[src/adcs_pkg.sv]
// package: constants and types of the adc channel sequencer
package adcs_pkg;
	localparam int NCH = 8;
	localparam int CHW = 3;
	localparam int DW = 12;
	localparam int STW = 8;
	localparam int AW = 8;
	// converter clock derived from pclk, rounded so it never exceeds the maximum
	localparam int PCLK_HZ = 200_000_000;
	localparam int SARCLK_MAX_HZ = 18_000_000;
	localparam int SAR_DIV = (PCLK_HZ + SARCLK_MAX_HZ - 1) / SARCLK_MAX_HZ;
	localparam int CONV_CLKS = 18;
	// register byte addresses
	localparam logic [AW-1:0] A_CTRL = 8'h00;
	localparam logic [AW-1:0] A_CMD = 8'h04;
	localparam logic [AW-1:0] A_CHEN = 8'h08;
	localparam logic [AW-1:0] A_STS = 8'h0c;
	localparam logic [AW-1:0] A_CLR = 8'h10;
	localparam logic [AW-1:0] A_IEN = 8'h14;
	localparam logic [AW-1:0] A_LIM = 8'h18;
	localparam logic [AW-1:0] A_SAMP = 8'h20;
	localparam logic [AW-1:0] A_RES = 8'h40;
	// field positions
	localparam int CTRL_EN = 0;
	localparam int CTRL_HW = 1;
	localparam int CTRL_CONT = 2;
	localparam int CTRL_FWCH = 4;
	localparam int CMD_START = 0;
	localparam int STS_DONE = 0;
	localparam int STS_RANGE = 1;
	localparam int STS_BUSY = 4;
	localparam int STS_RUN = 5;
	localparam int STS_CH = 8;
	localparam int LIM_HI = 16;
	localparam int RES_OOR = 16;
	localparam int NIRQ = 2;
	// reset values
	localparam logic CTRL_HW_RST = 1'b1;
	localparam logic [NCH-1:0] CHEN_RST = 8'h01;
	localparam logic [STW-1:0] SAMP_RST = 8'h04;
	localparam logic [DW-1:0] LIM_LO_RST = 12'h000;
	localparam logic [DW-1:0] LIM_HI_RST = 12'hfff;
	typedef enum logic [1:0] {
		CV_IDLE = 2'b00,
		CV_SAMPLE = 2'b01,
		CV_CONV = 2'b10
	} adcs_cv_t;
endpackage : adcs_pkg

[src/adcs_conv_if.sv]
// interface: job and result handshake between sequencer and converter timing
`timescale 1ns/1ps
`default_nettype none
interface adcs_conv_if;
	import adcs_pkg::*;
	logic job_valid;
	logic [CHW-1:0] job_chan;
	logic [STW-1:0] job_samp;
	logic job_take;
	logic res_valid;
	logic [CHW-1:0] res_chan;
	logic [DW-1:0] res_data;
	logic busy;
	modport seq (output job_valid, job_chan, job_samp,
		input job_take, res_valid, res_chan, res_data, busy);
	modport conv (input job_valid, job_chan, job_samp,
		output job_take, res_valid, res_chan, res_data, busy);
endinterface : adcs_conv_if
`default_nettype wire

[src/adcs_conv.sv]
// module: converter clock divider, sample window and conversion timing
`timescale 1ns/1ps
`default_nettype none
module adcs_conv
	import adcs_pkg::*;
(
	input wire logic clk,
	input wire logic rstn,
	input wire logic run,
	adcs_conv_if.conv cif,
	output logic sar_clk,
	output logic sar_sample,
	output logic sar_convert,
	output logic [CHW-1:0] sar_mux,
	input wire logic [DW-1:0] sar_result
);
	localparam int DIVW = $clog2(SAR_DIV);
	localparam int CNTW = STW;
	localparam logic [DIVW-1:0] DIV_LAST = DIVW'(SAR_DIV - 1);
	localparam logic [DIVW-1:0] DIV_HALF = DIVW'(SAR_DIV / 2);
	localparam logic [CNTW-1:0] CONV_LOAD = CNTW'(CONV_CLKS);
	localparam logic [CNTW-1:0] CNT_ONE = 8'h01;
	localparam int CONV_PCLK = CONV_CLKS * SAR_DIV;

	adcs_cv_t state_q;
	logic [DIVW-1:0] div_q;
	logic [CNTW-1:0] cnt_q;
	logic [CHW-1:0] cur_q;
	logic [STW-1:0] nsamp_q;
	logic next_q;
	logic tick;

	// a zero sample time still gets one converter clock
	function automatic logic [CNTW-1:0] samp_len(input logic [STW-1:0] s);
		return (s == '0) ? CNT_ONE : s;
	endfunction : samp_len

	assign tick = (div_q == DIV_LAST);
	assign cif.busy = (state_q != CV_IDLE);

	// ----------------------------------------
	// converter clock
	// ----------------------------------------
	always_ff @(posedge clk or negedge rstn)
	begin
		if (!rstn)
		begin
			div_q <= '0;
			sar_clk <= 1'b0;
		end
		else if (!run)
		begin
			// parked on the last count so the first high phase is full length
			div_q <= DIV_LAST;
			sar_clk <= 1'b0;
		end
		else
		begin
			div_q <= tick ? '0 : div_q + 1'b1;
			sar_clk <= tick || (div_q < DIV_HALF - 1'b1);
		end
	end

	// ----------------------------------------
	// sample and convert sequence
	// ----------------------------------------
	always_ff @(posedge clk or negedge rstn)
	begin
		if (!rstn)
		begin
			state_q <= CV_IDLE;
			cnt_q <= '0;
			cur_q <= '0;
			nsamp_q <= '0;
			next_q <= 1'b0;
			sar_mux <= '0;
			sar_sample <= 1'b0;
			sar_convert <= 1'b0;
			cif.job_take <= 1'b0;
			cif.res_valid <= 1'b0;
			cif.res_chan <= '0;
			cif.res_data <= '0;
		end
		else
		begin
			cif.job_take <= 1'b0;
			cif.res_valid <= 1'b0;
			if (!run)
			begin
				state_q <= CV_IDLE;
				sar_sample <= 1'b0;
				sar_convert <= 1'b0;
				next_q <= 1'b0;
			end
			else if (tick)
			begin
				case (state_q)
					CV_IDLE:
					begin
						if (cif.job_valid)
						begin
							cif.job_take <= 1'b1;
							sar_mux <= cif.job_chan;
							cnt_q <= samp_len(cif.job_samp);
							sar_sample <= 1'b1;
							state_q <= CV_SAMPLE;
						end
					end
					CV_SAMPLE:
					begin
						if (cnt_q == CNT_ONE)
						begin
							sar_sample <= 1'b0;
							sar_convert <= 1'b1;
							cnt_q <= CONV_LOAD;
							cur_q <= sar_mux;
							state_q <= CV_CONV;
							// the held input frees the mux: the next channel settles now
							next_q <= cif.job_valid;
							if (cif.job_valid)
							begin
								cif.job_take <= 1'b1;
								sar_mux <= cif.job_chan;
								nsamp_q <= cif.job_samp;
							end
						end
						else
							cnt_q <= cnt_q - 1'b1;
					end
					CV_CONV:
					begin
						if (cnt_q == CNT_ONE)
						begin
							sar_convert <= 1'b0;
							cif.res_valid <= 1'b1;
							cif.res_chan <= cur_q;
							cif.res_data <= sar_result;
							sar_sample <= next_q;
							cnt_q <= samp_len(nsamp_q);
							state_q <= next_q ? CV_SAMPLE : CV_IDLE;
						end
						else
							cnt_q <= cnt_q - 1'b1;
					end
					default:
						state_q <= CV_IDLE;
				endcase
			end
		end
	end

	conv_len_a: assert property (@(posedge clk) disable iff (!rstn || !run)
		$rose(sar_convert) |-> ##CONV_PCLK cif.res_valid)
		else $error("conversion length wrong");
	sar_rate_a: assert property (@(posedge clk) disable iff (!rstn || !run)
		$rose(sar_clk) |-> sar_clk[*6] ##1 !sar_clk)
		else $error("converter clock high phase wrong");
	no_gap_a: assert property (@(posedge clk) disable iff (!rstn || !run)
		cif.res_valid && cif.busy |-> sar_sample)
		else $error("idle slot between conversions");
endmodule : adcs_conv
`default_nettype wire

[src/adcs_limit.sv]
// module: registered low/high range check of each new result
`timescale 1ns/1ps
`default_nettype none
module adcs_limit
	import adcs_pkg::*;
(
	input wire logic clk,
	input wire logic rstn,
	input wire logic in_valid,
	input wire logic [CHW-1:0] in_chan,
	input wire logic [DW-1:0] in_data,
	input wire logic [DW-1:0] lo,
	input wire logic [DW-1:0] hi,
	output logic out_valid,
	output logic [CHW-1:0] out_chan,
	output logic [DW-1:0] out_data,
	output logic out_oor
);
	always_ff @(posedge clk or negedge rstn)
	begin
		if (!rstn)
		begin
			out_valid <= 1'b0;
			out_chan <= '0;
			out_data <= '0;
			out_oor <= 1'b0;
		end
		else
		begin
			out_valid <= in_valid;
			out_chan <= in_chan;
			out_data <= in_data;
			out_oor <= in_valid && ((in_data < lo) || (in_data > hi));
		end
	end
endmodule : adcs_limit
`default_nettype wire

[src/adcs_top.sv]
// module: apb-controlled eight-channel converter sequencer
// ----------------------------------------
// Notes on behaviour
// selects one of eight inputs for sampling
// hardware scan steps enabled channels itself
// next channel prepared during conversion, no gaps
// hardware sequence or firmware-chosen channel
// one result buffer per channel
// per-channel sample time applied when sampled
// out-of-range result raises interrupt immediately; here irq rises three pclk after the result
// eighteen converter clocks, at most 18 MHz
// sample window length is programmable
// no operation during low-power retention
// scan-complete flag after last channel buffered
// ----------------------------------------
`timescale 1ns/1ps
`default_nettype none
module adcs_top
	import adcs_pkg::*;
(
	input wire logic pclk,
	input wire logic presetn,
	input wire logic psel,
	input wire logic penable,
	input wire logic pwrite,
	input wire logic [adcs_pkg::AW-1:0] paddr,
	input wire logic [31:0] pwdata,
	output logic [31:0] prdata,
	output logic pready,
	output logic pslverr,
	output logic irq,
	input wire logic lp_sleep,
	output logic sar_clk,
	output logic sar_sample,
	output logic sar_convert,
	output logic [adcs_pkg::CHW-1:0] sar_mux,
	input wire logic [adcs_pkg::DW-1:0] sar_result
);
	import adcs_pkg::*;

	localparam int RGN = 3;

	adcs_conv_if cif();

	logic en_q;
	logic hw_q;
	logic cont_q;
	logic [CHW-1:0] fwch_q;
	logic [NCH-1:0] chen_q;
	logic [NIRQ-1:0] sts_q;
	logic [NIRQ-1:0] ien_q;
	logic [DW-1:0] lo_q;
	logic [DW-1:0] hi_q;
	logic [STW-1:0] samp_q [NCH];
	logic [DW-1:0] res_q [NCH];
	logic [NCH-1:0] oor_q;
	logic run_q;
	logic [CHW-1:0] cur_q;
	logic active;
	logic wr;
	logic start;
	logic [31:0] rd_d;
	logic [CHW:0] nxt;
	logic lim_valid;
	logic [CHW-1:0] lim_chan;
	logic [DW-1:0] lim_data;
	logic lim_oor;
	logic [NIRQ-1:0] sts_set;

	// nearest enabled channel after c, with a flag when the search wrapped
	function automatic logic [CHW:0] next_en(input logic [NCH-1:0] m,
		input logic [CHW-1:0] c);
		logic [CHW:0] r;
		logic [CHW-1:0] k;
		r = {1'b1, c};
		for (int i = NCH - 1; i >= 1; i--)
		begin
			k = c + CHW'(i);
			if (m[k])
				r = {(k <= c), k};
		end
		return r;
	endfunction : next_en

	function automatic logic [CHW-1:0] top_chan(input logic [NCH-1:0] m);
		logic [CHW-1:0] r;
		r = '0;
		for (int i = 0; i < NCH; i++)
			if (m[i])
				r = CHW'(i);
		return r;
	endfunction : top_chan

	function automatic logic map_hit(input logic [AW-1:0] a);
		return (a[AW-1:AW-RGN] == A_SAMP[AW-1:AW-RGN])
			|| (a[AW-1:AW-RGN] == A_RES[AW-1:AW-RGN])
			|| (a == A_CTRL) || (a == A_CMD) || (a == A_CHEN)
			|| (a == A_STS) || (a == A_CLR) || (a == A_IEN)
			|| (a == A_LIM);
	endfunction : map_hit

	// ----------------------------------------
	// apb slave
	// ----------------------------------------
	// one wait state: pready is a flop, so the access phase lasts two cycles
	assign wr = psel && penable && pready && pwrite && map_hit(paddr);
	assign start = wr && (paddr == A_CMD) && pwdata[CMD_START];

	always_comb
	begin
		rd_d = '0;
		if (paddr[AW-1:AW-RGN] == A_SAMP[AW-1:AW-RGN])
			rd_d[STW-1:0] = samp_q[paddr[CHW+1:2]];
		else if (paddr[AW-1:AW-RGN] == A_RES[AW-1:AW-RGN])
		begin
			rd_d[DW-1:0] = res_q[paddr[CHW+1:2]];
			rd_d[RES_OOR] = oor_q[paddr[CHW+1:2]];
		end
		else
		begin
			case (paddr)
				A_CTRL:
				begin
					rd_d[CTRL_EN] = en_q;
					rd_d[CTRL_HW] = hw_q;
					rd_d[CTRL_CONT] = cont_q;
					rd_d[CTRL_FWCH +: CHW] = fwch_q;
				end
				A_CHEN: rd_d[NCH-1:0] = chen_q;
				A_STS:
				begin
					rd_d[NIRQ-1:0] = sts_q;
					rd_d[STS_BUSY] = cif.busy;
					rd_d[STS_RUN] = run_q;
					rd_d[STS_CH +: CHW] = cur_q;
				end
				A_IEN: rd_d[NIRQ-1:0] = ien_q;
				A_LIM:
				begin
					rd_d[DW-1:0] = lo_q;
					rd_d[LIM_HI +: DW] = hi_q;
				end
				default: rd_d = '0;
			endcase
		end
	end

	always_ff @(posedge pclk or negedge presetn)
	begin
		if (!presetn)
		begin
			pready <= 1'b0;
			pslverr <= 1'b0;
			prdata <= '0;
		end
		else
		begin
			pready <= psel && penable && !pready;
			pslverr <= psel && penable && !pready && !map_hit(paddr);
			prdata <= (psel && penable && !pready && !pwrite) ? rd_d : '0;
		end
	end

	// ----------------------------------------
	// control registers
	// ----------------------------------------
	always_ff @(posedge pclk or negedge presetn)
	begin
		if (!presetn)
		begin
			en_q <= 1'b0;
			hw_q <= CTRL_HW_RST;
			cont_q <= 1'b0;
			fwch_q <= '0;
			chen_q <= CHEN_RST;
			ien_q <= '0;
			lo_q <= LIM_LO_RST;
			hi_q <= LIM_HI_RST;
			for (int i = 0; i < NCH; i++)
				samp_q[i] <= SAMP_RST;
		end
		else if (wr)
		begin
			case (paddr)
				A_CTRL:
				begin
					en_q <= pwdata[CTRL_EN];
					hw_q <= pwdata[CTRL_HW];
					cont_q <= pwdata[CTRL_CONT];
					fwch_q <= pwdata[CTRL_FWCH +: CHW];
				end
				A_CHEN: chen_q <= pwdata[NCH-1:0];
				A_IEN: ien_q <= pwdata[NIRQ-1:0];
				A_LIM:
				begin
					lo_q <= pwdata[DW-1:0];
					hi_q <= pwdata[LIM_HI +: DW];
				end
				default:
					if (paddr[AW-1:AW-RGN] == A_SAMP[AW-1:AW-RGN])
						samp_q[paddr[CHW+1:2]] <= pwdata[STW-1:0];
			endcase
		end
	end

	// ----------------------------------------
	// scan sequencing
	// ----------------------------------------
	// the converter takes a job only on a converter clock edge, which is
	// many pclk apart, so cur_q settles long before the next take
	assign active = en_q && !lp_sleep;
	assign nxt = next_en(chen_q, cur_q);
	assign cif.job_valid = run_q;
	assign cif.job_chan = cur_q;
	assign cif.job_samp = samp_q[cur_q];

	always_ff @(posedge pclk or negedge presetn)
	begin
		if (!presetn)
		begin
			run_q <= 1'b0;
			cur_q <= '0;
		end
		else if (!active)
			run_q <= 1'b0;
		else if (start && !run_q && (!hw_q || (chen_q != '0)))
		begin
			run_q <= 1'b1;
			cur_q <= hw_q ? CHW'(next_en(chen_q, CHW'(NCH - 1))) : fwch_q;
		end
		else if (cif.job_take && run_q)
		begin
			if (hw_q)
			begin
				cur_q <= nxt[CHW-1:0];
				if (nxt[CHW] && !cont_q)
					run_q <= 1'b0;
			end
			else
			begin
				cur_q <= fwch_q;
				if (!cont_q)
					run_q <= 1'b0;
			end
		end
	end

	adcs_conv u_conv (
		.clk(pclk),
		.rstn(presetn),
		.run(active),
		.cif(cif.conv),
		.sar_clk(sar_clk),
		.sar_sample(sar_sample),
		.sar_convert(sar_convert),
		.sar_mux(sar_mux),
		.sar_result(sar_result)
	);

	adcs_limit u_limit (
		.clk(pclk),
		.rstn(presetn),
		.in_valid(cif.res_valid),
		.in_chan(cif.res_chan),
		.in_data(cif.res_data),
		.lo(lo_q),
		.hi(hi_q),
		.out_valid(lim_valid),
		.out_chan(lim_chan),
		.out_data(lim_data),
		.out_oor(lim_oor)
	);

	// ----------------------------------------
	// result buffers, status and interrupt
	// ----------------------------------------
	always_ff @(posedge pclk or negedge presetn)
	begin
		if (!presetn)
		begin
			for (int i = 0; i < NCH; i++)
				res_q[i] <= '0;
			oor_q <= '0;
		end
		else if (lim_valid)
		begin
			res_q[lim_chan] <= lim_data;
			oor_q[lim_chan] <= lim_oor;
		end
	end

	always_comb
	begin
		sts_set = '0;
		sts_set[STS_RANGE] = lim_valid && lim_oor;
		sts_set[STS_DONE] = lim_valid && (!hw_q || (lim_chan == top_chan(chen_q)));
	end

	// a set in the same cycle as a clear wins
	always_ff @(posedge pclk or negedge presetn)
	begin
		if (!presetn)
			sts_q <= '0;
		else if (wr && (paddr == A_CLR))
			sts_q <= sts_set | (sts_q & ~pwdata[NIRQ-1:0]);
		else
			sts_q <= sts_set | sts_q;
	end

	always_ff @(posedge pclk or negedge presetn)
	begin
		if (!presetn)
			irq <= 1'b0;
		else
			irq <= |(sts_q & ien_q);
	end

	irq_lvl_a: assert property (@(posedge pclk) disable iff (!presetn)
		(|(sts_q & ien_q)) |=> irq)
		else $error("irq low with enabled status");
	range_flag_a: assert property (@(posedge pclk) disable iff (!presetn)
		lim_valid && lim_oor |=> sts_q[STS_RANGE])
		else $error("range flag not set");
	res_store_a: assert property (@(posedge pclk) disable iff (!presetn)
		lim_valid |=> res_q[$past(lim_chan)] == $past(lim_data))
		else $error("result not buffered");
	apb_ready_a: assert property (@(posedge pclk) disable iff (!presetn)
		psel && penable && !pready |=> pready)
		else $error("apb answer late");
	sleep_stop_a: assert property (@(posedge pclk) disable iff (!presetn)
		lp_sleep |=> !run_q && !sar_sample && !sar_convert)
		else $error("converter active in sleep");
	hw_step_a: assert property (@(posedge pclk) disable iff (!presetn)
		cif.job_take && run_q && hw_q && active && !wr |=> chen_q[cur_q])
		else $error("scan stepped to disabled channel");
	done_cv: cover property (@(posedge pclk) disable iff (!presetn)
		hw_q && sts_set[STS_DONE]);
	range_cv: cover property (@(posedge pclk) disable iff (!presetn)
		sts_set[STS_RANGE]);
	fw_cv: cover property (@(posedge pclk) disable iff (!presetn)
		!hw_q && lim_valid);
endmodule : adcs_top
`default_nettype wire
[config.mk]
export PLATFORM = sky130hd
export DESIGN_NAME = adcs_top
export DESIGN_NICKNAME = d
export VERILOG_FILES = /design/src/adcs_pkg.sv /design/src/adcs_conv_if.sv /design/src/adcs_conv.sv /design/src/adcs_limit.sv /design/src/adcs_top.sv
export SDC_FILE = /design/constraint.sdc
export NUM_CORES = 1
export LEC_CHECK = 0
export BUFFER_PORTS_ARGS = -buffer_cell sky130_fd_sc_hd__buf_4
export CORE_MARGIN = 5
export CORE_UTILIZATION = 60
export DETAILED_ROUTE_END_ITERATION = 10
export PLACE_DENSITY = 0.78
export SYNTH_ARGS = -nofsm -noshare
export SYNTH_HDL_FRONTEND = slang
export SYNTH_SLANG_ARGS = --single-unit
[constraint.sdc]
create_clock -name pclk -period 6.45 [get_ports pclk]
set_input_delay 1.29 -clock pclk [delete_from_list [all_inputs] [get_ports pclk]]
set_output_delay 1.29 -clock pclk [all_outputs]
set_load 0.05 [all_outputs]
# Word level (Yosys, flattened, before mapping)

Cells that the tools add are included.

Add/sub/neg operators: 9
Magnitude comparators: 25
Eq/ne operators: 27
Mux-type cells: 123
Bitwise logic cells: 9
Reduce and logical (&&, ||, !) cells: 67

Operators by type and width:

| kind                                                | number |
|---|---|
| bitwise mux 96 bit                                  | 1 |
| 2-to-1 mux 8 bit                                    | 11 |
| bitwise mux 64 bit                                  | 1 |
| 2-to-1 mux 12 bit                                   | 5 |
| binary-select mux 8 bit (select 3 bit)              | 2 |
| 2-to-1 mux 3 bit                                    | 16 |
| 2-to-1 mux 1 bit                                    | 41 |
| binary-select mux 12 bit (select 3 bit)             | 1 |
| demux 12 bit (select 3 bit)                         | 1 |
| < comparator 3 x 4 -> 1 bit (second input constant) | 9 |
| 2-to-1 mux 4 bit                                    | 9 |
| 2-to-1 mux 32 bit                                   | 1 |
| binary-select mux 1 bit (select 3 bit)              | 8 |
| demux 8 bit (select 3 bit)                          | 1 |
| == test 8 x 5 -> 1 bit (second input constant)      | 3 |
| zero test 8 bit                                     | 3 |
| 2-to-1 mux 24 bit                                   | 1 |
| one-hot mux 8 bit (3 select lines)                  | 1 |
| AND reduction 4 bit                                 | 6 |
| <= comparator 3 bit                                 | 7 |
| logical AND 1 bit                                   | 21 |
| == test 8 x 4 -> 1 bit (second input constant)      | 2 |
| 2-to-1 mux 2 bit                                    | 8 |
| inequality test 3 bit (second input constant)       | 5 |
| 48 further kinds                                    | 96 |

Flip-flop bits (word level): 315
Input bits: 58
Output and inout port bits: 41
Logic and storage cells: 310

# Logic depth before layout (Yosys ltp)

Gate-level depths: netlist of the first run.

Word-level depth: 16
Mapped depth: 16
Depth with buffers taken out: 13

# By module

From an unflattened synthesis of the first run, not the netlist that was laid out.

Cell total of the unflattened synthesis: 1,230
Area, all modules: 15,917.8 µm²

Modules (own cells, without submodules):

| module     | instances | cells an instance | area each (µm²) | sequential area each (µm²) |
|---|---|---|---|---|
| adcs_top   | 1         | 911               | 12,354.3        | 6,058.3 |
| adcs_conv  | 1         | 222               | 2,547.4         | 1,226.2 |
| adcs_limit | 1         | 97                | 1,016.0         | 425.4 |

# Worst setup path after synthesis of the first run

OpenSTA, ideal clock, no wires.

Path type: register to register
Start point: register cur_q[1], in the netlist cif.job_chan[1]
End point: register cur_q[0], in the netlist cif.job_chan[0]
Setup time: 0.128 ns
Arrival time: 3.499 ns
Data required time: 6.322 ns
Slack: 2.823 ns
Cell stages (with the launch flop): 16
Buffers on the path: 4
Period minus slack after synthesis: 3.627 ns
Cells stage by stage: dfrtp_1 buf_2 buf_2 buf_1 inv_1 ha_1 clkbuf_8 mux4_2 mux2i_1 nand4_1 o311ai_1 nand2_1 nand2_1 nor2_1 o21ai_0 o22ai_1

Word-level cells in the longest chain between the ends: 12
Elaborated cells on any way between the ends: 32
Classes of those cells: 7 x add/sub; 1 x eq/ne; 23 x mux; 1 x reduce/logical

Ends and longest elaborated chain:

| what                                   | line            | source |
|---|---|---|
| start: declaration                     | adcs_top.sv:58  | `logic [CHW-1:0] cur_q;` |
| start signal: assignment               | adcs_top.sv:229 | `cur_q <= hw_q ? CHW'(next_en(chen_q, CHW'(NCH - 1))) : fwch_q;` |
| start signal: assignment               | adcs_top.sv:235 | `cur_q <= nxt[CHW-1:0];` |
| start signal: assignment               | adcs_top.sv:241 | `cur_q <= fwch_q;` |
| adder 3 bit                            | adcs_top.sv:78  | `k = c + CHW'(i);` |
| binary-select mux 1 bit (select 3 bit) | adcs_top.sv:79  | `if (m[k])` |
| 2-to-1 mux 1 bit (implied by the code) | adcs_top.sv:79  |  |
| 2-to-1 mux 4 bit (6 in series)         | adcs_top.sv:79  |  |
| 2-to-1 mux 3 bit                       | adcs_top.sv:233 | `if (hw_q)` |
| 2-to-1 mux 3 bit                       | adcs_top.sv:231 | `else if (cif.job_take && run_q)` |
| 2-to-1 mux 3 bit                       | adcs_top.sv:226 | `else if (start && !run_q && (!hw_q \|\| (chen_q != '0)))` |

Several ways; a longest one is shown, not always the timed one. The select of a mux whose other input is x is not followed.
A chain may end at the register's enable or synchronous reset.

# Worst setup path in the final report of the first run

Start point: register cur_q[0], in the netlist cif.job_chan[0]
End point: register cur_q[2], in the netlist cif.job_chan[2]

The elaborated chain is that of the path after synthesis.

==> metrics.md, run 1 <==
| Metric | Value |
|---|---|
| Status | finished, final reports clean |
| Critical Path AT | roughly 4.6 ns |
| Drt total wl | between 30,000 and 40,000 um |
| DR WL/cell | between 20 and 25 um |
| GR Layer Usage met2 | 0.413 |
| Fin worst setup slack | 2.24 ns |
| Async S/R FF share, synth | 1.00 |
| Setup_tns | 0 ns |
| Port buffer count | slightly above 80 |
| VDD IR max | approximately 220 uV |
| Period utilisation layout | 0.653 |
| Grt ovf | 0 |
| Sequential area share after synthesis | 0.485 |
| Cells after synthesis | between 1,000 and 1,500 |
| Static Leak | around 0.0085 uW |
| Vias | between 10,000 and 15,000 |
| # clock sinks | around 300 |
| Number of global-route vias before repair | between 10,000 and 15,000 |
| GR peak layer | met2 |
| CP Max Fanout | 33 |
| Post-layout util | 0.679 |
| Pwr dens | about 220 nW/um^2 |
| Initial Utilization | 0.610 |
| P&R area growth vs syn | 11.2% |
| Pin count of the biggest net entering global routing | about 110 |
| Mapped cell area | around 16,000 um^2 |
| GRT Total Usage | 0.260 |
| Post-cts resize count | 0 |
| Worst Hold End | u_limit.out_chan[1] |
| Initial antenna violation count | 0 |
| Worst-skew pair later-pin latency | slightly above 0.5 ns |
| Final Slew Violations | 0 |
| Die area | roughly 30,000 um^2 |
| R2r startpoint | cif.job_chan[0] |
| Placer congestion estimate | approximately 0.86 |
| Layout cells sized above 1 | 0.368 |
| # IOs | 99 |
| Syn avg cell area | ~13 um^2 |
| DRT antenna net count | 0 |
| RSZ-0062 raised after global routing | false |
| Hold Startpoint | u_conv.cif.res_chan[1] |
| Worst R2R End | cif.job_chan[2] |
| Drt drc | 0 |
| M1 GR Usage | 0.368 |
| First-pass GRT wire length | 62,600 um |
| Worst-path clk slew | approximately 0.060 ns |
| Worst hold path type | flip-flop to flip-flop |
| Clk_skew | around 0.016 ns |
| FF+latch count, synth | approximately 300 |
| Nets | 1,396 |
| Req. time, crit path | 6.88 ns |
| CTS Hold Bufs | 0 |
| Setup bufs post-CTS | 0 |
| Met3 Usage GRT | 0.0594 |
| Worst setup startpoint | cif.job_chan[0] |
| Initial DRT Pass Iterations | 5 |
| Ys Warns | 0 |
| CTS tree | yes |
| Final hold viol count | 0 |
| Worst Setup End Kind | flip-flop |
| H-tree Lvls | 2 |
| Ys flop type | dfrtp_1 |
| Row cnt | between 50 and 60 |
| Core Box Area | about 26,000 um^2 |
| Reg2Reg Depth | 10 |
| Dpl ws | between 2 and 2.5 ns |
| Final setup vio count | 0 |
| CTS max path bufs | 3 |
| Critical setup path kind | flip-flop to flip-flop |
| Die Wd | about 170 um |
| Worst Hold Path Cells | 0 |
| Max_cap viols | 0 |
| Filler cells | between 1,500 and 2,000 |
| Startpoint types | flip-flop |
| Rel. slew slack | 0.267 |
| R2R Setup Slk | about 2.2 ns |
| Synth cell types | 80 |
| Worst-margin pin slew | between 1 and 1.5 ns |
| Number of flops mapped to enable cells by yosys | 0 |
| Die height | between 150 and 200 um |
| Period minus WS final | between 4 and 5 ns |
| Post-DP HPWL | between 20,000 and 30,000 um |
| Clock Tree Root | clkbuf_16 |
| Pwr Total | slightly below 4000 uW |
| Fmax | 237 MHz |
| DR vias/cell | ~6.4 |
| CTS buffer count | 34 |
| Antenna cell count | 0 |
| Detailed Route Iter0 Violations | 913 |
critical path, stage by stage (launching register included):
cell and delay [ns]:
dfrtp_2 1.07, inv_2 0.30, ha_1 0.69, mux4_2 0.44, nor2b_1 0.16, o31a_1 0.28, o21ai_1 0.21, nor2_1 0.07
a2111oi_0 0.66, a2111oi_1 0.09, a21oi_1 0.14
sequential cells by signal, summed over array words and instances (netlist names), 2 cells and up:
name / flops
res_q: 96
u_conv.sar_mux: 3
samp_q: 64
u_conv.cif.res_chan: 3
u_conv.nsamp_q: 8
u_limit.out_chan: 3
cif.job_chan: 3
u_conv.state_q: 2
u_limit.out_data: 12
sts_q: 2
hi_q: 12
fwch_q: 3
u_conv.div_q: 4
lo_q: 12
u_conv.cur_q: 3
u_conv.cnt_q: 8
u_conv.cif.res_data: 12
ien_q: 2
prdata: 24
chen_q: 8
oor_q: 8
where the power goes:
| group | switching [uW] | internal (uW) |
|---|---|---|
| sequential | 5.90 | 1930 |
| combinational | 111 | 54.6 |
| clock | 747 | 1110 |
cells by family (layout without fill, tap and decap cells):
| group | after synthesis | after routing | share of synthesized area |
|---|---|---|---|
| other cells | 1 | 8 | 0.000236 |
| fa+ha+maj | 42 | 42 | 0.0330 |
| buf+inv | 122 | 192 | 0.0399 |
| mux | 335 | 335 | 0.288 |
| simple gates | 275 | 275 | 0.0867 |
| flops | 307 | 307 | 0.485 |
| xor+xnor | 11 | 11 | 0.00606 |
| compound gates | 148 | 148 | 0.0614 |
routing by layer:
| layer | wire, um | vias up |
|---|---|---|
| met4 | 894 | 0 |
| met3 | 3170 | 63 |
| met5 | 0 | - |
| li1 | - | 4652 |
| met2 | 18800 | 463 |
| met1 | 16100 | 5448 |
cell usage after synthesis (12+ instances only):
library cell,instances,share of area
clkbuf_1,41,0.0097
nand3_1,12,0.0038
mux2i_1,25,0.016
ha_1,42,0.033
dfstp_2,22,0.036
mux4_2,67,0.095
nor3_1,13,0.0041
nand2_1,103,0.024
a22oi_1,14,0.0066
mux2_2,235,0.17
buf_2,14,0.0044
nor2b_1,12,0.0047
o21ai_0,26,0.0082
nor2_1,55,0.013
dfrtp_1,285,0.45
a21oi_1,35,0.011
inv_1,39,0.0092
and2_1,12,0.0047
area by class of cell:
type                    count  area, um^2  share of cell area
clock buffers              52        1000              0.0565
clock inverters             6        81.3             0.00460
well taps                 335         419              0.0237
flip-flops and latches    307        7710               0.436
multi-input cells         819        7610               0.430
inverters                  41         154             0.00870
repair buffers             93         718              0.0406
through the flow:
step,instances,hold WS [ns],cell area (um^2)
finish,1653,0.375,17700
global placement,1595,0.362,16600
CTS,1653,0.376,17700
global route,1653,0.379,17700
floorplan,1248,0.354,15900
detailed placement,1595,0.361,16600
cells in the final DEF (no fill, tap or decap), types with 5 or more instances in the layout:
cell type  count
nand4_1       10
nor2_1        55
mux4_1         5
o211ai_1       7
nor2b_1       12
conb_1         8
nand2b_1      10
a22o_1         5
o21ai_0       26
a22oi_1       14
and2_1        12
nor4_1         6
nand2_1      103
o21a_1         5
clkbuf_8       6
inv_1         39
dfstp_2       22
nor3_1        11
nand3_1       12
o22ai_1        9
mux2i_1       25
clkbuf_16     35
ha_1          42
dfrtp_1      284
clkbuf_1      11
mux4_2        67
a21oi_1       35
buf_4         91
a211oi_1       5
a21o_1         7
mux2_2       235
xnor2_1        8
how the worst max path moves through the flow:
stage,endpoint,slack [ns]
2_1_floorplan,cif.job_chan[0],2.82
3_3_place_gp,cif.job_chan[2],2.37
3_5_place_dp,cif.job_chan[0],2.26
4_1_cts,cif.job_chan[0],2.24
5_1_grt,cif.job_chan[0],1.88
6_report,cif.job_chan[2],2.24
No activity file was read; power rests on OpenSTA's default activity.
==> run 2, diff against run 1 <==
--- a/config.mk
+++ b/config.mk
@@ -5,11 +5,12 @@
 export SDC_FILE = /design/constraint.sdc
 export NUM_CORES = 1
 export LEC_CHECK = 0
+export ABC_AREA = 1
 export BUFFER_PORTS_ARGS = -buffer_cell sky130_fd_sc_hd__buf_4
 export CORE_MARGIN = 5
-export CORE_UTILIZATION = 60
+export CORE_UTILIZATION = 55
 export DETAILED_ROUTE_END_ITERATION = 10
-export PLACE_DENSITY = 0.78
+export PLACE_DENSITY = 0.75
 export SYNTH_ARGS = -nofsm -noshare
 export SYNTH_HDL_FRONTEND = slang
 export SYNTH_SLANG_ARGS = --single-unit
==> constraint.sdc (replaced) <==
create_clock -name pclk -period 3.69 [get_ports pclk]
set_input_delay 0.738 -clock pclk [delete_from_list [all_inputs] [get_ports pclk]]
set_output_delay 0.738 -clock pclk [all_outputs]
set_load 0.05 [all_outputs]
==> metrics.md, run 2 <==
| Metric | Value |
|---|---|
| Status | finished, final reports clean (unchanged) |
| Crit-path cells | buf_4 -> nor2_1 -> inv_1 -> nor2_1 -> inv_1 -> nand3_1 -> nor2_1 -> nor3_4 -> nand4_1 -> o21ai_0 (was inv_2 -> ha_1 -> mux4_2 -> nor2b_1 -> o31a_1 -> o21ai_1 -> nor2_1 -> a2111oi_0 -> a2111oi_1 -> a21oi_1) |
| Pin count of the biggest net entering global routing | 90 (was 106) |
| Worst-margin pin slew | 1.07 ns (was 1.10 ns) |
| Worst Setup End Kind | flip-flop (unchanged) |
| Port buffer count | 82 (unchanged) |
| Synth top area share | 0.480 (was 0.448) |
| Drt total wl | 42,600 um (was 38,900 um) |
| DRT antenna net count | 0 (unchanged) |
| Worst-path clk slew | 0.06 ns (about the same) |
| Drt drc | 0 (unchanged) |
| Number of flops mapped to enable cells by yosys | 0 (unchanged) |
| H-tree Lvls | 2 (unchanged) |
| CTS Hold Bufs | 0 (unchanged) |
| Ys Warns | 0 (unchanged) |
| Reg2Reg Depth | 11 (was 10) |
| P&R area growth vs syn | 14.3% (was 11.2%) |
| Worst hold path type | input pin to async pin (was flip-flop to flip-flop) |
| Critical Path AT | 3.16 ns (was 4.64 ns) |
| Die height | 174 um (was 173 um) |
| First-pass GRT wire length | 69,300 um (was 62,600 um) |
| Crit path top cell by count | nor2_1 |
| Layout cells sized above 1 | 0.114 (was 0.368) |
| Initial antenna violation count | 0 (unchanged) |
| Combinational share of power | 0.058 (was 0.042) |
| Core Box Area | 26,800 um^2 (was 26,100 um^2) |
| Sw Pwr | 1710 uW (was 865 uW) |
| Part of the power in the clock network | 0.471 (was 0.469) |
| Initial Utilization | 0.554 (was 0.610) |
| CTS buffer count | 34 (unchanged) |
| Synth cell types | 49 (was 80) |
| Period minus WS final | 2.75 ns |
| CP Max Fanout | 16 (was 33) |
| Synth top area cells | dfrtp_1 (48%), nand2_1 (10%), o21ai_0 (9.4%) (was dfrtp_1 (45%), mux2_2 (17%), mux4_2 (9.5%)) |
| CTS max path bufs | 3 (unchanged) |
| Placer congestion estimate | 0.927 (was 0.858) |
| GRT Total Usage | 0.280 (was 0.260) |
| CP Buf/Inv Count | 3 (was 1) |
| Req. time, crit path | 4.10 ns (was 6.88 ns) |
| Final Slew Violations | 0 (unchanged) |
| Number of flip-flops in the largest register | 96 (unchanged) |
| Initial DRT Pass Iterations | 8 (was 5) |
| Vias | 13,200 (was 10,600) |
| Largest regs | res_q x96, samp_q x64, prdata x24 (unchanged) |
| Post-DP HPWL | 28,500 um (was 26,000 um) |
| Mapped cell area | 14,800 um^2 (was 15,900 um^2) |
| # clock sinks | 307 (unchanged) |
| M1 GR Usage | 0.379 (was 0.368) |
| CTS tree | yes (unchanged) |
| Clock Tree Root | clkbuf_16 (unchanged) |
| Detailed Route Iter0 Violations | 1,439 (was 913) |
| Top post-synthesis cells by count | nand2_1 (407), dfrtp_1 (285), o21ai_0 (279), nor2_1 (136), inv_1 (126) (was dfrtp_1 (285), mux2_2 (235), nand2_1 (103), mux4_2 (67), nor2_1 (55)) |
| # IOs | 99 (unchanged) |
| Ys flop type | dfrtp_1 (unchanged) |
| Async S/R FF share, synth | 1.00 (unchanged) |
| Post-cts resize count | 0 (unchanged) |
| Slowest stage delay, CP | 0.61 ns (was 1.07 ns) |
| Startpoint types | input pin (was flip-flop) |
| Count leader, synth | nand2_1 (was dfrtp_1) |
| Rel. slew slack | 0.287 (was 0.267) |
| Worst-skew pair later-pin latency | 0.52 ns (was 0.51 ns) |
| VDD IR max | 321 uV (was 218 uV) |
| DR WL/cell | 19.3 um (was 23.5 um) |
| Die area | 30,400 um^2 (was 29,900 um^2) |
| Die Wd | 174 um (was 173 um) |
| Synth area leader | dfrtp_1 (unchanged) |
| Setup_tns | 0 ns (unchanged) |
| Number of global-route vias before repair | 12,900 (was 11,100) |
| Setup bufs post-CTS | 0 (unchanged) |
| Fmax | 364 MHz |
| Sequential area share after synthesis | 0.519 (was 0.485) |
| Most frequent cells in the layout | nand2_1 (407), dfrtp_1 (285), o21ai_0 (279) (was dfrtp_1 (284), mux2_2 (235), nand2_1 (103)) |
| Delay-heaviest family, CP | simple AND/OR/NAND/NOR gates (was compound AO/OA/AOI/OAI gates) |
| Most common cell after layout, fill and taps aside | nand2_1 (was dfrtp_1) |
| Syn avg cell area | 8.41 um^2 (was 12.8 um^2) |
| Pwr dens | 428 nW/um^2 (was 224 nW/um^2) |
| FF+latch count, synth | 307 (unchanged) |
| Cell-internal power | 5560 uW (was 3100 uW) |
| DR vias/cell | 6.00 (was 6.43) |
| Nets | 1,933 (was 1,396) |
| Static Leak | 0.00810 uW (was 0.00847 uW) |
| Final setup vio count | 0 (unchanged) |
| Slowest CP cell | nand4_1 (was dfrtp_2) |
| Grt ovf | 0 (unchanged) |
| Fin Hold WS | 0.247 ns (was 0.375 ns) |
| Worst path depth | 10 (unchanged) |
| Biggest register | res_q (unchanged) |
| Critical setup path kind | input pin to flip-flop (was flip-flop to flip-flop) |
| Sequential share of power | 0.471 (was 0.489) |
| Final hold viol count | 0 (unchanged) |
| GR Layer Usage met2 | 0.440 (was 0.413) |
| Clk_skew | 0.0152 ns (was 0.0161 ns) |
| RSZ-0062 raised after global routing | false (unchanged) |
| Cells after synthesis | 1,765 (was 1,241) |
| Met3 Usage GRT | 0.0472 (was 0.0594) |
| Switching part of the total | 0.235 (was 0.218) |
| GR peak layer | met2 (unchanged) |
| Period utilisation layout | 0.745 |
| Max_cap viols | 0 (unchanged) |
| Row cnt | 60 (was 59) |
==> run 2: cell count changes after synthesis, moves of 67 or more <==
cell | previous run | this run
inv_1 | 39 | 126
mux2_2 | 235 | 8
mux4_2 | 67 | 0
nand2_1 | 103 | 407
nor2_1 | 55 | 136
o21ai_0 | 26 | 279
o22ai_1 | 9 | 81
==> run 2: cells by family after synthesis <==
group	synth area share
buf+inv	0.0616
fa+ha+maj	0.0354
compound gates	0.190
simple gates	0.182
mux	0.00607
other cells	0.000253
flops	0.519
xor+xnor	0.00472
==> run 2: metrics by stage <==
step / cell area (um^2) / power [uW] / setup WS (ns) / utilization / instances
final: 17000 / 7270 / 0.940 / 0.633 / 2200
after global routing: 17000 / 7510 / 0.625 / 0.633 / 2199
after CTS: 17000 / 7310 / 0.961 / 0.633 / 2199
after detailed placement: 15800 / 3900 / 0.451 / 0.591 / 2138
after global placement: 15800 / 3890 / 0.615 / 0.591 / 2138
after floorplan: 14900 / 3680 / 0.845 / - / 1772
==> run 2: final cells by class <==
type	count	area [um^2]
well taps	341	427
inverters	135	507
multi-input cells	1236	6250
clock buffers	47	951
flip-flops and latches	307	7710
repair buffers	119	951
fillers	2223	9830
clock inverters	14	173
diodes	1	2.50
==> run 2: path summary, 6_finish.rpt <==
| kind | end | slack [ns] | start |
|---|---|---|---|
| max | samp_q[47] | 0.94 | paddr[1] |
| max in group asynchronous | res_q[41] | 2.51 | presetn |
| min | samp_q[31] | 0.25 | presetn |
| min in group pclk | u_limit.out_chan[0] | 0.38 | u_conv.cif.res_chan[0] |
| min reg2reg | u_limit.out_chan[0] | 0.38 | u_conv.cif.res_chan[0] |
| max reg2reg | u_conv.sar_mux[0] | 0.97 | u_conv.cnt_q[1] |
==> run 2: layer usage <==
layer,routed length (um),share of wire
met5,0,0
met4,2250,0.053
met3,3800,0.089
met2,19400,0.46
met1,17200,0.40
==> run 2: power by group through the flow <==
stage | clock [uW] | combinational (uW) | sequential [uW]
after CTS | 3470 | 418 | 3430
after global routing | 3620 | 462 | 3430
after detailed placement | 0 | 414 | 3490
final | 3420 | 419 | 3430
after floorplan | 0 | 196 | 3490
after global placement | 0 | 406 | 3490
==> run 3, diff against run 2 <==
==> constraint.sdc (replaced) <==
create_clock -name pclk -period 2.4 [get_ports pclk]
set_input_delay 0.48 -clock pclk [delete_from_list [all_inputs] [get_ports pclk]]
set_output_delay 0.48 -clock pclk [all_outputs]
set_load 0.05 [all_outputs]
==> metrics.md, run 3 (same netlist as run 2, synthesis figures left out) <==
| Metric | Value |
|---|---|
| Crit-path cells | clkinv_4 -> buf_4 -> buf_4 -> o21ai_0 -> o21ai_0 -> o21ai_0 -> nand2_1 -> nor3_1 -> nand3_1 -> a41oi_1 (was buf_4 -> nor2_1 -> inv_1 -> nor2_1 -> inv_1 -> nand3_1 -> nor2_1 -> nor3_4 -> nand4_1 -> o21ai_0) |
| Core Box Area | 26,800 um^2 (unchanged) |
| Sequential share of power | 0.459 (was 0.471) |
| Largest regs | res_q x96, samp_q x64, prdata x24 (unchanged) |
| DR vias/cell | 5.92 (was 6.00) |
| CP Buf/Inv Count | 3 (unchanged) |
| Post-layout util | 0.662 (was 0.633) |
| # IOs | 99 (unchanged) |
| Die area | 30,400 um^2 (unchanged) |
| Status | finished, final reports clean (unchanged) |
| P&R area growth vs syn | 19.4% (was 14.3%) |
| Worst-skew pair later-pin latency | 0.53 ns (was 0.52 ns) |
| Worst-path clk slew | 0.06 ns (about the same) |
| Post-DP HPWL | 29,700 um (was 28,500 um) |
| Filler cells | 2,157 (was 2,223) |
| Switching part of the total | 0.229 (was 0.235) |
| Port buffer count | 82 (unchanged) |
| Initial antenna violation count | 1 (was 0) |
| Initial DRT Pass Iterations | 6 (was 8) |
| Drt drc | 0 (unchanged) |
| First-pass GRT wire length | 69,500 um (was 69,300 um) |
| DR WL/cell | 19.1 um (was 19.3 um) |
| Drt total wl | 43,400 um (was 42,600 um) |
| Area post-placement | 16,400 um^2 (was 15,800 um^2) |
| Biggest register | res_q (unchanged) |
| Layout cells sized above 1 | 0.161 (was 0.114) |
| Die Wd | 174 um (unchanged) |
| Delay-heaviest family, CP | compound AO/OA/AOI/OAI gates (was simple AND/OR/NAND/NOR gates) |
| Worst-margin pin slew | 0.923 ns (was 1.07 ns) |
| Max_cap viols | 0 (unchanged) |
| Dpl ws | -0.0275 ns (was 0.451 ns) |
| CTS buffer count | 34 (unchanged) |
| RSZ-0062 raised after global routing | true (was false) |
| Fmax | roughly 440 MHz |
| CP Max Fanout | 22 (was 16) |
| Cell-internal power | 8850 uW (was 5560 uW) |
| Period utilisation layout | 0.943 |
| Fin worst setup slack | 0.137 ns (was 0.940 ns) |
| Grt ovf | 0 (unchanged) |
| GRT Total Usage | 0.283 (was 0.280) |
| Pwr Total | 11,500 uW (was 7270 uW) |
| Final hold viol count | 0 (unchanged) |
| Die height | 174 um (unchanged) |
| Pwr dens | 647 nW/um^2 (was 428 nW/um^2) |
| Sw Pwr | 2620 uW (was 1710 uW) |
| Clk_skew | 0.0268 ns (was 0.0152 ns) |
| Most frequent cells in the layout | nand2_1 (401), dfrtp_1 (283), o21ai_0 (279) (was nand2_1 (407), dfrtp_1 (285), o21ai_0 (279)) |
| Critical Path AT | 2.69 ns (was 3.16 ns) |
| Slowest stage delay, CP | 0.41 ns (was 0.61 ns) |
| Worst hold path type | input pin to flip-flop (was input pin to async pin) |
| Final setup vio count | 0 (unchanged) |
| CTS tree | yes (unchanged) |
| VDD IR max | 583 uV (was 321 uV) |
| Number of flip-flops in the largest register | 96 (unchanged) |
| CTS max path bufs | 3 (unchanged) |
| Static Leak | 0.00850 uW (was 0.00810 uW) |
| Most common cell after layout, fill and taps aside | nand2_1 (unchanged) |
| Crit path top cell by count | o21ai_0 (was nor2_1) |
| Slowest CP cell | dfrtp_2 (was nand4_1) |
| Req. time, crit path | 2.82 ns (was 4.10 ns) |
| Rel. slew slack | 0.378 (was 0.287) |
| Startpoint types | flip-flop (was input pin) |
| Design area | 17,700 um^2 (was 17,000 um^2) |
| Detailed Route Iter0 Violations | 1,683 (was 1,439) |
| Combinational share of power | 0.060 (was 0.058) |
| Post-placement cell count | 2,206 (was 2,138) |
| Period minus WS final | around 2.3 ns |
| Worst Setup End Kind | flip-flop (unchanged) |
| Antenna cell count | 0 (was 1) |
| Pin count of the biggest net entering global routing | 62 (was 90) |
| Row cnt | 60 (unchanged) |
| Part of the power in the clock network | 0.481 (was 0.471) |
| Number of global-route vias before repair | 13,100 (was 12,900) |
| Clock Tree Root | clkbuf_16 (unchanged) |
| Post-Layout Cell Count | 2,273 (was 2,200) |
| Placer congestion estimate | 0.995 (was 0.927) |
| DRT antenna net count | 0 (unchanged) |
| Critical setup path kind | flip-flop to flip-flop (was input pin to flip-flop) |
| Nets | 2,007 (was 1,933) |
| # clock sinks | 307 (unchanged) |
| Final Slew Violations | 0 (unchanged) |
| H-tree Lvls | 2 (unchanged) |
| Vias | 13,400 (was 13,200) |
| Initial Utilization | 0.554 (unchanged) |
[run 3: final timing paths]
path | startpoint | endpoint | slack, ns | cells after the start
max | cif.job_chan[0] | u_conv.cnt_q[0] | 0.14 | 10
min | sar_result[11] | u_conv.cif.res_data[11] | 0.17 | 3
max reg2reg | cif.job_chan[0] | u_conv.cnt_q[0] | 0.14 | 10
min reg2reg | u_conv.cif.res_valid | u_limit.out_valid | 0.36 | 0
max in group asynchronous | presetn | res_q[49] | 1.15 | 3
min in group asynchronous | presetn | res_q[4] | 0.51 | 2
[run 3: through the flow]
stage          setup TNS [ns]  hold WS [ns]
6_report                    0         0.167
5_1_grt               -0.0407         0.181
4_1_cts                     0         0.158
3_5_place_dp          -0.0360         0.354
3_3_place_gp                0         0.354
2_1_floorplan               0         0.184
[run 3: cell type report]
type	count	area, um^2	share of cell area
clock inverter	12	215	0.0121
sequential	307	7710	0.435
inverter	135	517	0.0291
clock buffer	49	977	0.0551
multi-input combinational	1236	6360	0.359
tap	341	427	0.0241
timing repair buffer	193	1530	0.0860
[run 3: repair_timing]
item | CTS | global route
endpoints found under the hold margin | 49 | 0
setup buffers | 0 | 5
gates resized for setup | 0 | 27
hold buffers | 1 | 0
endpoints found under the setup margin | 0 | 4
[run 3: power by group through the flow]
| stage | clock network, uW | registers [uW] | logic (uW) |
|---|---|---|---|
| 3_5_place_dp | 0 | 5360 | 678 |
| 6_report | 5520 | 5270 | 685 |
| 5_1_grt | 5800 | 5270 | 753 |
| 3_3_place_gp | 0 | 5360 | 663 |
| 2_1_floorplan | 0 | 5360 | 301 |
| 4_1_cts | 5580 | 5270 | 683 |
[run 3: worst min-delay path, stage by stage]
cell and delay (ns):
buf_4 0.08, nand2_1 0.04, nand2_1 0.05
[run 3: routing by layer]
layer | vias to the layer above | share of wire | track usage
met1 | 6419 | 0.41 | 0.388
met4 | 0 | 0.039 | 0.109
li1 | 6271 | - | -
met5 | - | 0 | 0
met2 | 637 | 0.47 | 0.453
met3 | 118 | 0.084 | 0.0485
